`src/dwc_pkg.sv`:
```
// Constants and types shared by the display command host and device ends
package dwc_pkg;

	// Command codes
	localparam logic [7:0] DWC_CMD_SOFT_RESET = 8'h01;
	localparam logic [7:0] DWC_CMD_DISPLAY_ENABLE = 8'h29;
	localparam logic [7:0] DWC_CMD_COLUMN_WINDOW = 8'h2a;
	localparam logic [7:0] DWC_CMD_ROW_WINDOW = 8'h2b;
	localparam logic [7:0] DWC_CMD_MEMORY_WRITE = 8'h2c;

	// Window parameter sequence
	localparam logic [1:0] DWC_PARAM_FIRST = 2'h0;
	localparam logic [1:0] DWC_PARAM_START_LO = 2'h1;
	localparam logic [1:0] DWC_PARAM_END_HI = 2'h2;
	localparam logic [1:0] DWC_PARAM_LAST = 2'h3;

	// Gate line modes and address limits
	localparam logic [1:0] DWC_GM_208 = 2'h0;
	localparam logic [1:0] DWC_GM_220 = 2'h1;
	localparam logic [15:0] DWC_MAX_176 = 16'h00af;
	localparam logic [15:0] DWC_MAX_208 = 16'h00cf;
	localparam logic [15:0] DWC_MAX_220 = 16'h00db;
	localparam logic [15:0] DWC_MAX_240 = 16'h00ef;
	localparam logic [15:0] DWC_START_DEFAULT = 16'h0000;

	// Cycles after reset before the strap-dependent defaults load
	localparam logic [1:0] DWC_INIT_CYC = 2'h3;

	// Write strobe timing
	localparam int DWC_CLK_NS = 10;
	localparam int DWC_WR_LOW_NS = 40;
	localparam int DWC_WR_HIGH_NS = 40;
	localparam logic [7:0] DWC_WR_LOW_CYC = 8'((DWC_WR_LOW_NS + DWC_CLK_NS - 1) / DWC_CLK_NS);
	localparam logic [7:0] DWC_WR_HIGH_CYC = 8'((DWC_WR_HIGH_NS + DWC_CLK_NS - 1) / DWC_CLK_NS);

	// Host register map
	localparam logic [7:0] DWC_SEND_OFF = 8'h00;
	localparam logic [7:0] DWC_STATUS_OFF = 8'h04;
	localparam int DWC_SEND_DCS_BIT = 8;
	localparam int DWC_ST_BUSY_BIT = 0;
	localparam int DWC_ST_ORDER_ERR_BIT = 1;
	localparam logic [31:0] DWC_ZERO_WORD = 32'h0000_0000;

	typedef enum logic [1:0] {DS_IDLE, DS_COL, DS_ROW, DS_MEM} dwc_dev_st_t;
	typedef enum logic [1:0] {HS_IDLE, HS_LOW, HS_HIGH} dwc_host_st_t;

endpackage : dwc_pkg

```
`src/dwc_link_if.sv`:
```
// Host to display command link: select, write strobe and byte
`timescale 1ns/10ps
interface dwc_link_if;
	logic       data_command_select;
	logic       wr_n;
	logic [7:0] data;

	modport host (output data_command_select, output wr_n, output data);
	modport device (input data_command_select, input wr_n, input data);
endinterface : dwc_link_if

```
`src/dwc_device.sv`:
```
// Display enable and column/row window command decoder, device end
// Summary of operation
// - Display enable is one command byte, leaves off
// - Enabled display shows frame memory, not blank
// - Display enable touches no other state
// - Display enable when already on does nothing
// - Column window: four bytes, used at memory write
// - Host keeps column start not above end; dwc_host still sends start above end and only sets the order error bit
// - Columns beyond maximum column address are ignored
// - Row window: four bytes, used at memory write
// - Host keeps row start not above end; dwc_host still sends start above end and only sets the order error bit
// - Rows beyond maximum row address are ignored
// - Window load changes only the window bounds
//
// Chosen here: the address map and the AHB-Lite slave port.
`timescale 1ns/10ps
module dwc_device (
	// Clock and reset
	input  wire logic           clk_i,
	input  wire logic           rstn_i,
	// Link from host
	dwc_link_if.device          link,
	// Straps
	input  wire logic [1:0]     gate_line_mode_i,
	input  wire logic           row_column_swap_i,
	// Display state
	output logic                display_enable_o,
	output logic                frame_to_panel_o,
	// Stored window
	output logic [15:0]         column_start_o,
	output logic [15:0]         column_end_o,
	output logic [15:0]         row_start_o,
	output logic [15:0]         row_end_o,
	// Limits in force
	output logic [15:0]         column_max_o,
	output logic [15:0]         row_max_o,
	// Memory write window, clipped to the limits
	output logic                memory_write_start_o,
	output logic [15:0]         act_column_start_o,
	output logic [15:0]         act_column_end_o,
	output logic [15:0]         act_row_start_o,
	output logic [15:0]         act_row_end_o,
	output logic                act_window_ok_o,
	// Pixel bytes of a memory write
	output logic [7:0]          pixel_data_o,
	output logic                pixel_valid_o
);
	import dwc_pkg::*;

	typedef struct packed {
		logic        dcs_s1;
		logic        dcs_s2;
		logic        wr_s1;
		logic        wr_s2;
		logic        wr_d;
		logic [7:0]  dat_s1;
		logic [7:0]  dat_s2;
		logic [1:0]  gm_s1;
		logic [1:0]  gm_s2;
		logic        swap_s1;
		logic        swap_s2;
		logic [1:0]  init_cnt;
		logic        disp_on;
		dwc_dev_st_t st;
		logic [1:0]  pidx;
		logic [15:0] col_start;
		logic [15:0] col_end;
		logic [15:0] row_start;
		logic [15:0] row_end;
		logic [15:0] col_max;
		logic [15:0] row_max;
		logic        mw_start;
		logic [15:0] act_cs;
		logic [15:0] act_ce;
		logic [15:0] act_rs;
		logic [15:0] act_re;
		logic        act_ok;
		logic [7:0]  px_data;
		logic        px_valid;
	} dwc_dev_state_t;

	dwc_dev_state_t s_r;
	dwc_dev_state_t s_nxt;

	// Longest line count for the gate line mode; undefined code takes 240
	function automatic logic [15:0] dwc_gm_max(input logic [1:0] gm);
		logic [15:0] m;
		m = DWC_MAX_240;
		if (gm == DWC_GM_208)
			m = DWC_MAX_208;
		else if (gm == DWC_GM_220)
			m = DWC_MAX_220;
		return m;
	endfunction : dwc_gm_max

	function automatic logic [15:0] dwc_clip(input logic [15:0] v, input logic [15:0] lim);
		return (v > lim) ? lim : v;
	endfunction : dwc_clip

	logic strobe_rise;
	logic [15:0] cmax;
	logic [15:0] rmax;

	always_comb
	begin
		s_nxt = s_r;
		// Two-stage synchronisers on every link and strap input
		s_nxt.dcs_s1 = link.data_command_select;
		s_nxt.dcs_s2 = s_r.dcs_s1;
		s_nxt.wr_s1 = link.wr_n;
		s_nxt.wr_s2 = s_r.wr_s1;
		s_nxt.wr_d = s_r.wr_s2;
		s_nxt.dat_s1 = link.data;
		s_nxt.dat_s2 = s_r.dat_s1;
		s_nxt.gm_s1 = gate_line_mode_i;
		s_nxt.gm_s2 = s_r.gm_s1;
		s_nxt.swap_s1 = row_column_swap_i;
		s_nxt.swap_s2 = s_r.swap_s1;
		s_nxt.mw_start = 1'b0;
		s_nxt.px_valid = 1'b0;

		// Limits follow the swap and gate line mode
		cmax = s_r.swap_s2 ? dwc_gm_max(s_r.gm_s2) : DWC_MAX_176;
		rmax = s_r.swap_s2 ? DWC_MAX_176 : dwc_gm_max(s_r.gm_s2);
		s_nxt.col_max = cmax;
		s_nxt.row_max = rmax;

		// Byte taken on rising edge of the synchronised strobe
		strobe_rise = s_r.wr_s2 & ~s_r.wr_d;

		// Defaults load once the straps have passed the synchronisers
		if (s_r.init_cnt != 2'h0)
		begin
			s_nxt.init_cnt = s_r.init_cnt - 2'h1;
			if (s_r.init_cnt == 2'h1)
			begin
				s_nxt.col_start = DWC_START_DEFAULT;
				s_nxt.col_end = DWC_MAX_176;
				s_nxt.row_start = DWC_START_DEFAULT;
				s_nxt.row_end = dwc_gm_max(s_r.gm_s2);
			end
		end

		if (strobe_rise && !s_r.dcs_s2)
		begin
			// Command byte: select low
			s_nxt.st = DS_IDLE;
			s_nxt.pidx = DWC_PARAM_FIRST;
			if (s_r.dat_s2 == DWC_CMD_DISPLAY_ENABLE)
			begin
				// Sets the flag only; nothing else moves, repeat is harmless
				s_nxt.disp_on = 1'b1;
			end
			else if (s_r.dat_s2 == DWC_CMD_COLUMN_WINDOW)
			begin
				s_nxt.st = DS_COL;
			end
			else if (s_r.dat_s2 == DWC_CMD_ROW_WINDOW)
			begin
				s_nxt.st = DS_ROW;
			end
			else if (s_r.dat_s2 == DWC_CMD_MEMORY_WRITE)
			begin
				// Stored bounds take effect here, clipped to the limits
				s_nxt.st = DS_MEM;
				s_nxt.mw_start = 1'b1;
				s_nxt.act_cs = dwc_clip(s_r.col_start, cmax);
				s_nxt.act_ce = dwc_clip(s_r.col_end, cmax);
				s_nxt.act_rs = dwc_clip(s_r.row_start, rmax);
				s_nxt.act_re = dwc_clip(s_r.row_end, rmax);
				s_nxt.act_ok = (s_r.col_start <= cmax) && (s_r.row_start <= rmax);
			end
			else if (s_r.dat_s2 == DWC_CMD_SOFT_RESET)
			begin
				s_nxt.disp_on = 1'b0;
				s_nxt.init_cnt = DWC_INIT_CYC;
			end
		end
		else if (strobe_rise)
		begin
			// Parameter byte: select high
			case (s_r.st)
				DS_COL:
				begin
					// Only the column bounds change
					if (s_r.pidx == DWC_PARAM_FIRST)
						s_nxt.col_start[15:8] = s_r.dat_s2;
					else if (s_r.pidx == DWC_PARAM_START_LO)
						s_nxt.col_start[7:0] = s_r.dat_s2;
					else if (s_r.pidx == DWC_PARAM_END_HI)
						s_nxt.col_end[15:8] = s_r.dat_s2;
					else
						s_nxt.col_end[7:0] = s_r.dat_s2;
				end
				DS_ROW:
				begin
					if (s_r.pidx == DWC_PARAM_FIRST)
						s_nxt.row_start[15:8] = s_r.dat_s2;
					else if (s_r.pidx == DWC_PARAM_START_LO)
						s_nxt.row_start[7:0] = s_r.dat_s2;
					else if (s_r.pidx == DWC_PARAM_END_HI)
						s_nxt.row_end[15:8] = s_r.dat_s2;
					else
						s_nxt.row_end[7:0] = s_r.dat_s2;
				end
				DS_MEM:
				begin
					// Whole window out of range: bytes are dropped
					s_nxt.px_data = s_r.dat_s2;
					s_nxt.px_valid = s_r.act_ok;
				end
				default:
				begin
					s_nxt.st = DS_IDLE;
				end
			endcase
			if (s_r.st == DS_COL || s_r.st == DS_ROW)
			begin
				s_nxt.pidx = s_r.pidx + 2'h1;
				if (s_r.pidx == DWC_PARAM_LAST)
					s_nxt.st = DS_IDLE;
			end
		end
	end

	always_ff @(posedge clk_i or negedge rstn_i)
	begin
		if (!rstn_i)
		begin
			s_r <= '0;
			s_r.wr_s1 <= 1'b1;
			s_r.wr_s2 <= 1'b1;
			s_r.wr_d <= 1'b1;
			s_r.init_cnt <= DWC_INIT_CYC;
			s_r.st <= DS_IDLE;
			s_r.col_end <= DWC_MAX_176;
			s_r.row_end <= DWC_MAX_208;
			s_r.col_max <= DWC_MAX_176;
			s_r.row_max <= DWC_MAX_208;
		end
		else
		begin
			s_r <= s_nxt;
		end
	end

	assign display_enable_o = s_r.disp_on;
	assign frame_to_panel_o = s_r.disp_on;
	assign column_start_o = s_r.col_start;
	assign column_end_o = s_r.col_end;
	assign row_start_o = s_r.row_start;
	assign row_end_o = s_r.row_end;
	assign column_max_o = s_r.col_max;
	assign row_max_o = s_r.row_max;
	assign memory_write_start_o = s_r.mw_start;
	assign act_column_start_o = s_r.act_cs;
	assign act_column_end_o = s_r.act_ce;
	assign act_row_start_o = s_r.act_rs;
	assign act_row_end_o = s_r.act_re;
	assign act_window_ok_o = s_r.act_ok;
	assign pixel_data_o = s_r.px_data;
	assign pixel_valid_o = s_r.px_valid;

endmodule : dwc_device

```
`src/flat_wrapper.sv`:
```
// flat-port wrapper written by rule: the top's interface ports become plain ports
module dwc_device_flat import dwc_pkg::*;
  (clk_i, rstn_i, gate_line_mode_i, row_column_swap_i, display_enable_o, frame_to_panel_o, column_start_o, column_end_o, row_start_o, row_end_o, column_max_o, row_max_o, memory_write_start_o, act_column_start_o, act_column_end_o, act_row_start_o, act_row_end_o, act_window_ok_o, pixel_data_o, pixel_valid_o, link_data_command_select, link_wr_n, link_data);
  dwc_link_if link_i ();
  input  wire logic clk_i;
  input  wire logic rstn_i;
  input  wire logic [1:0] gate_line_mode_i;
  input  wire logic row_column_swap_i;
  output logic display_enable_o;
  output logic frame_to_panel_o;
  output logic [15:0] column_start_o;
  output logic [15:0] column_end_o;
  output logic [15:0] row_start_o;
  output logic [15:0] row_end_o;
  output logic [15:0] column_max_o;
  output logic [15:0] row_max_o;
  output logic memory_write_start_o;
  output logic [15:0] act_column_start_o;
  output logic [15:0] act_column_end_o;
  output logic [15:0] act_row_start_o;
  output logic [15:0] act_row_end_o;
  output logic act_window_ok_o;
  output logic [7:0] pixel_data_o;
  output logic pixel_valid_o;
  input wire logic [$bits(link_i.data_command_select)-1:0] link_data_command_select;
  input wire logic [$bits(link_i.wr_n)-1:0] link_wr_n;
  input wire logic [$bits(link_i.data)-1:0] link_data;
  assign link_i.data_command_select = link_data_command_select;
  assign link_i.wr_n = link_wr_n;
  assign link_i.data = link_data;
  dwc_device u_core (.clk_i(clk_i), .rstn_i(rstn_i), .link(link_i), .gate_line_mode_i(gate_line_mode_i), .row_column_swap_i(row_column_swap_i), .display_enable_o(display_enable_o), .frame_to_panel_o(frame_to_panel_o), .column_start_o(column_start_o), .column_end_o(column_end_o), .row_start_o(row_start_o), .row_end_o(row_end_o), .column_max_o(column_max_o), .row_max_o(row_max_o), .memory_write_start_o(memory_write_start_o), .act_column_start_o(act_column_start_o), .act_column_end_o(act_column_end_o), .act_row_start_o(act_row_start_o), .act_row_end_o(act_row_end_o), .act_window_ok_o(act_window_ok_o), .pixel_data_o(pixel_data_o), .pixel_valid_o(pixel_valid_o));
endmodule
```
`config.mk`:
```
export PLATFORM = sky130hd
export DESIGN_NAME = dwc_device_flat
export DESIGN_NICKNAME = d
export VERILOG_FILES = /design/src/dwc_pkg.sv /design/src/dwc_link_if.sv /design/src/dwc_device.sv /design/src/flat_wrapper.sv
export SDC_FILE = /design/constraint.sdc
export NUM_CORES = 1
export LEC_CHECK = 0
export ABC_AREA = 1
export BUFFER_PORTS_ARGS = -buffer_cell sky130_fd_sc_hd__buf_2
export CORE_MARGIN = 8
export CORE_UTILIZATION = 30
export DETAILED_ROUTE_END_ITERATION = 8
export PLACE_DENSITY = 0.52
export SLEW_MARGIN = 20
export SYNTH_ARGS = -nofsm -noshare
export SYNTH_HDL_FRONTEND = slang
export SYNTH_SLANG_ARGS = --single-unit
```
`constraint.sdc`:
```
create_clock -name clk_i -period 2 [get_ports clk_i]
set_input_delay 0.2 -clock clk_i [delete_from_list [all_inputs] [get_ports clk_i]]
set_output_delay 0.2 -clock clk_i [all_outputs]
set_load 0.05 [all_outputs]
```
==> qor.yml <==
logic_synthesis:
  yosysUniqueCellTypes: 36
  syn_area_mm2: 0.00870
  ys_ff_latch: 181
  yosysWarningCount: 0
  syn_area_per_cell_um2: 9.37
  ys_top_cells_by_area: "dfrtp_1, buf_4, nand2_1"
  synth_top_area_share_pct: 46.0
  synth_seq_area_share_pct: 52.4
  synthCells: 928
  synth.largest_area_cell: "dfrtp_1"
floorplanning:
  die_w_um: 186
  die-area_mm2: 0.0347
  core-area_mm2: 0.0286
  initial_core_util_pct: 30.4
  die_h_um: 186
  boundaryPins: 188
  num_rows: 62
grt:
  groute.usage.overall_pct: 13.4
  antenna_found_initial: 0
  grt_max_degree: 51
  grt_first_pass_wirelength_um: 35600
  first_global_vias: 6052
  gr-total-overflow: 0
layout:
  syn_to_final_growth_pct: 16.1
  finish.instance_area_mm2: 0.0101
  drive_above_1_share_pct: 33.5
  layout_common_cells: "buf_2, dfrtp_1, nand2_1, inv_1"
  fin_nets: 1046
  multi_input_area_mm2: 0.00260
  nFillCells: 2898
  antenna_cells: 0
  fin_util_pct: 35.3
  layout_commonest_cell: "buf_2"
  seq_area_mm2: 0.00456
timing:
  relSlewSlack_pct: 58.0
  post-route-period-util_pct: 95.9
  period_minus_slack_ps: 1920
  hold_viol_final: 0
  setup_tns_ps: 0
  rsz0062_at_grt: "true"
  slew_violations: 0
  setup_viol: 0
  fin_skew_ps: 14.8
  timing.fmax_ghz: 0.521
  tightest_slew_ps: 628
worst_hold_path:
  hold_class: "input pin to asynchronous set/reset pin"
pwr:
  p_per_area_mw_per_mm2: 789
  leakage_nw: 5.54
  ir_drop_uv: 536
place:
  place.gp.congestion: 0.821
  portBuffers: 163
  post_dp_cell_area_mm2: 0.00911
  dp_hpwl_um: 17500
drt:
  viasPerCell: 4.24
  dr.pass1.iters: 5
  wl_per_cell_um: 16.4
  ant_nets: 0
  drt_iter0_drc: 371
  drc_errors: 0
  vias: 5959
  wl_um: 23100
critical_path:
  crit_path_start: "u_core.s_r[178]"
  critPathKind: "register to register"
  cp_data_arrival_time_ps: 2230
  crit_chain: "buf_6 -> nor2_4 -> inv_2 -> ha_4 -> nand2_2 -> nor2_1 -> nand2_1 -> nor2_1 -> nor2_1 -> nand2_2 -> nand3b_1 -> nand3_2 -> nand2_1"
  start_kind: "register"
  cp_slowest_cell: "dfrtp_2"
  crit_required_ps: 2310
  crit_path_max_fanout: 5
  cp_slowest_stage_delay_ps: 450
  regToRegStartpoint: "u_core.s_r[178]"
  critPathCaptureType: "register"
  crit_top_cell: "nor2_1"
clock_network:
  insertion_delay_ps: 430
  clockRootBuffer: "clkbuf_16"
  clkTransAtPathRegs_ps: 80
  numCtsBuffers: 17
  cts_buffer_depth: 2
  cts_tree: "built"
  htreeDepth: 4
  cts_sinks: 181
status:
  status: "complete, no violations"
job:
  cap_violations: 0
-- where the power goes --
part / total, W / leakage, nW / switching (W) / internal (W)
Combinational: 0.000663 / 2.85 / 0.000490 / 0.000173
Sequential: 0.00380 / 2.39 / 0.0000587 / 0.00374
Clock: 0.00351 / 0.300 / 0.00155 / 0.00196
Total: 0.00796 / 5.54 / 0.00210 / 0.00587
-- registers in the layout, indices dropped and copies added, names as in the netlist, 4 cells and up --
register                   cells
u_core.pixel_data_o            8
u_core.row_end_o              16
u_core.act_row_end_o          16
u_core.column_max_o            4
u_core.row_start_o            16
u_core.s_nxt                  14
u_core.act_column_start_o     16
u_core.column_start_o         16
u_core.row_max_o               4
u_core.act_column_end_o       16
u_core.act_row_start_o        16
u_core.s_r                    19
u_core.column_end_o           16
-- final timing paths --
path	depth (start not counted)	end	slack (ps)
setup / recovery	13	u_core.act_row_end_o[6]	80
hold / removal	2	u_core.act_row_start_o[15]	300
setup reg to reg	13	u_core.act_row_end_o[6]	80
hold reg to reg	0	u_core.s_r[186]	350
max in group asynchronous	3	u_core.column_max_o[5]	970
min in group clk_i	0	u_core.s_r[186]	350
-- timing repair --
| item | 4_1_cts | 5_1_grt |
|---|---|---|
| hold buffers | 14 | 0 |
| setup endpoints to repair | 13 | 29 |
| setup buffers | 3 | 4 |
| hold endpoints to repair | 51 | 0 |
| gates resized for setup | 7 | 47 |
| pin swaps | 3 | 20 |
-- through the flow --
step                std cells  hold slack [ps]  power, W  setup WS, ps
floorplan                 950            -95.6   0.00429          20.6
global placement         1353              197   0.00447         -81.5
detailed placement       1353              206   0.00448         -91.6
CTS                      1402              305   0.00804          6.23
global route             1406              351   0.00827         -90.4
finish                   1406              296   0.00796          82.0
-- Yosys cell counts --
cell,instances
dfstp_2,21
o21ai_0,27
nor3_1,12
nand2_4,4
o21ai_1,16
dfrtp_1,160
inv_2,11
a22oi_1,1
nand3_2,2
clkinv_1,1
ha_1,22
conb_1,2
a31oi_1,5
a21oi_2,1
nand2_2,8
o21a_1,1
nor2_4,5
clkbuf_1,3
a21oi_1,21
nor2_1,52
nand2_1,162
nand4_1,8
nor2_8,2
nor4_2,1
a211oi_1,1
buf_2,7
nor2_2,5
nand3b_1,8
o22ai_1,30
inv_1,101
buf_4,172
buf_1,1
a41oi_1,1
nand3_1,51
buf_6,2
o21ai_2,1
-- per-layer routing --
metal	global-route usage (%)	routed length (µm)
met2	22.5	11300
met1	16.9	10200
met5	0	0
met3	3.22	1150
met4	3.91	398
-- worst max-delay path, delay by kind of cell, from the launching register on --
family / cells / cell delay (ps)
and+or+nand+nor: 10 / 870
DFF: 1 / 450
adders and majority gates: 1 / 270
buffers and inverters: 2 / 210
-- layout make-up --
class                      instances  share of cell area [%]
inverter                         113                    4.28
tap                              384                    4.76
sequential                       181                    45.1
timing repair buffer             225                    14.0
clock inverter                    13                    1.59
multi-input combinational        471                    25.8
clock buffer                      19                    4.49
-- kinds of logic (layout without fill, tap and decap cells) --
| logic type | after synthesis | after routing | synth area share (%) |
|---|---|---|---|
| compound gates | 105 | 105 | 6.76 |
| flops | 181 | 181 | 52.4 |
| fa+ha+maj | 22 | 22 | 3.16 |
| buf+inv | 298 | 370 | 20.6 |
| other cells | 2 | 24 | 0.0863 |
| simple gates | 320 | 320 | 17.1 |
(Power assumes the default switching activity.)
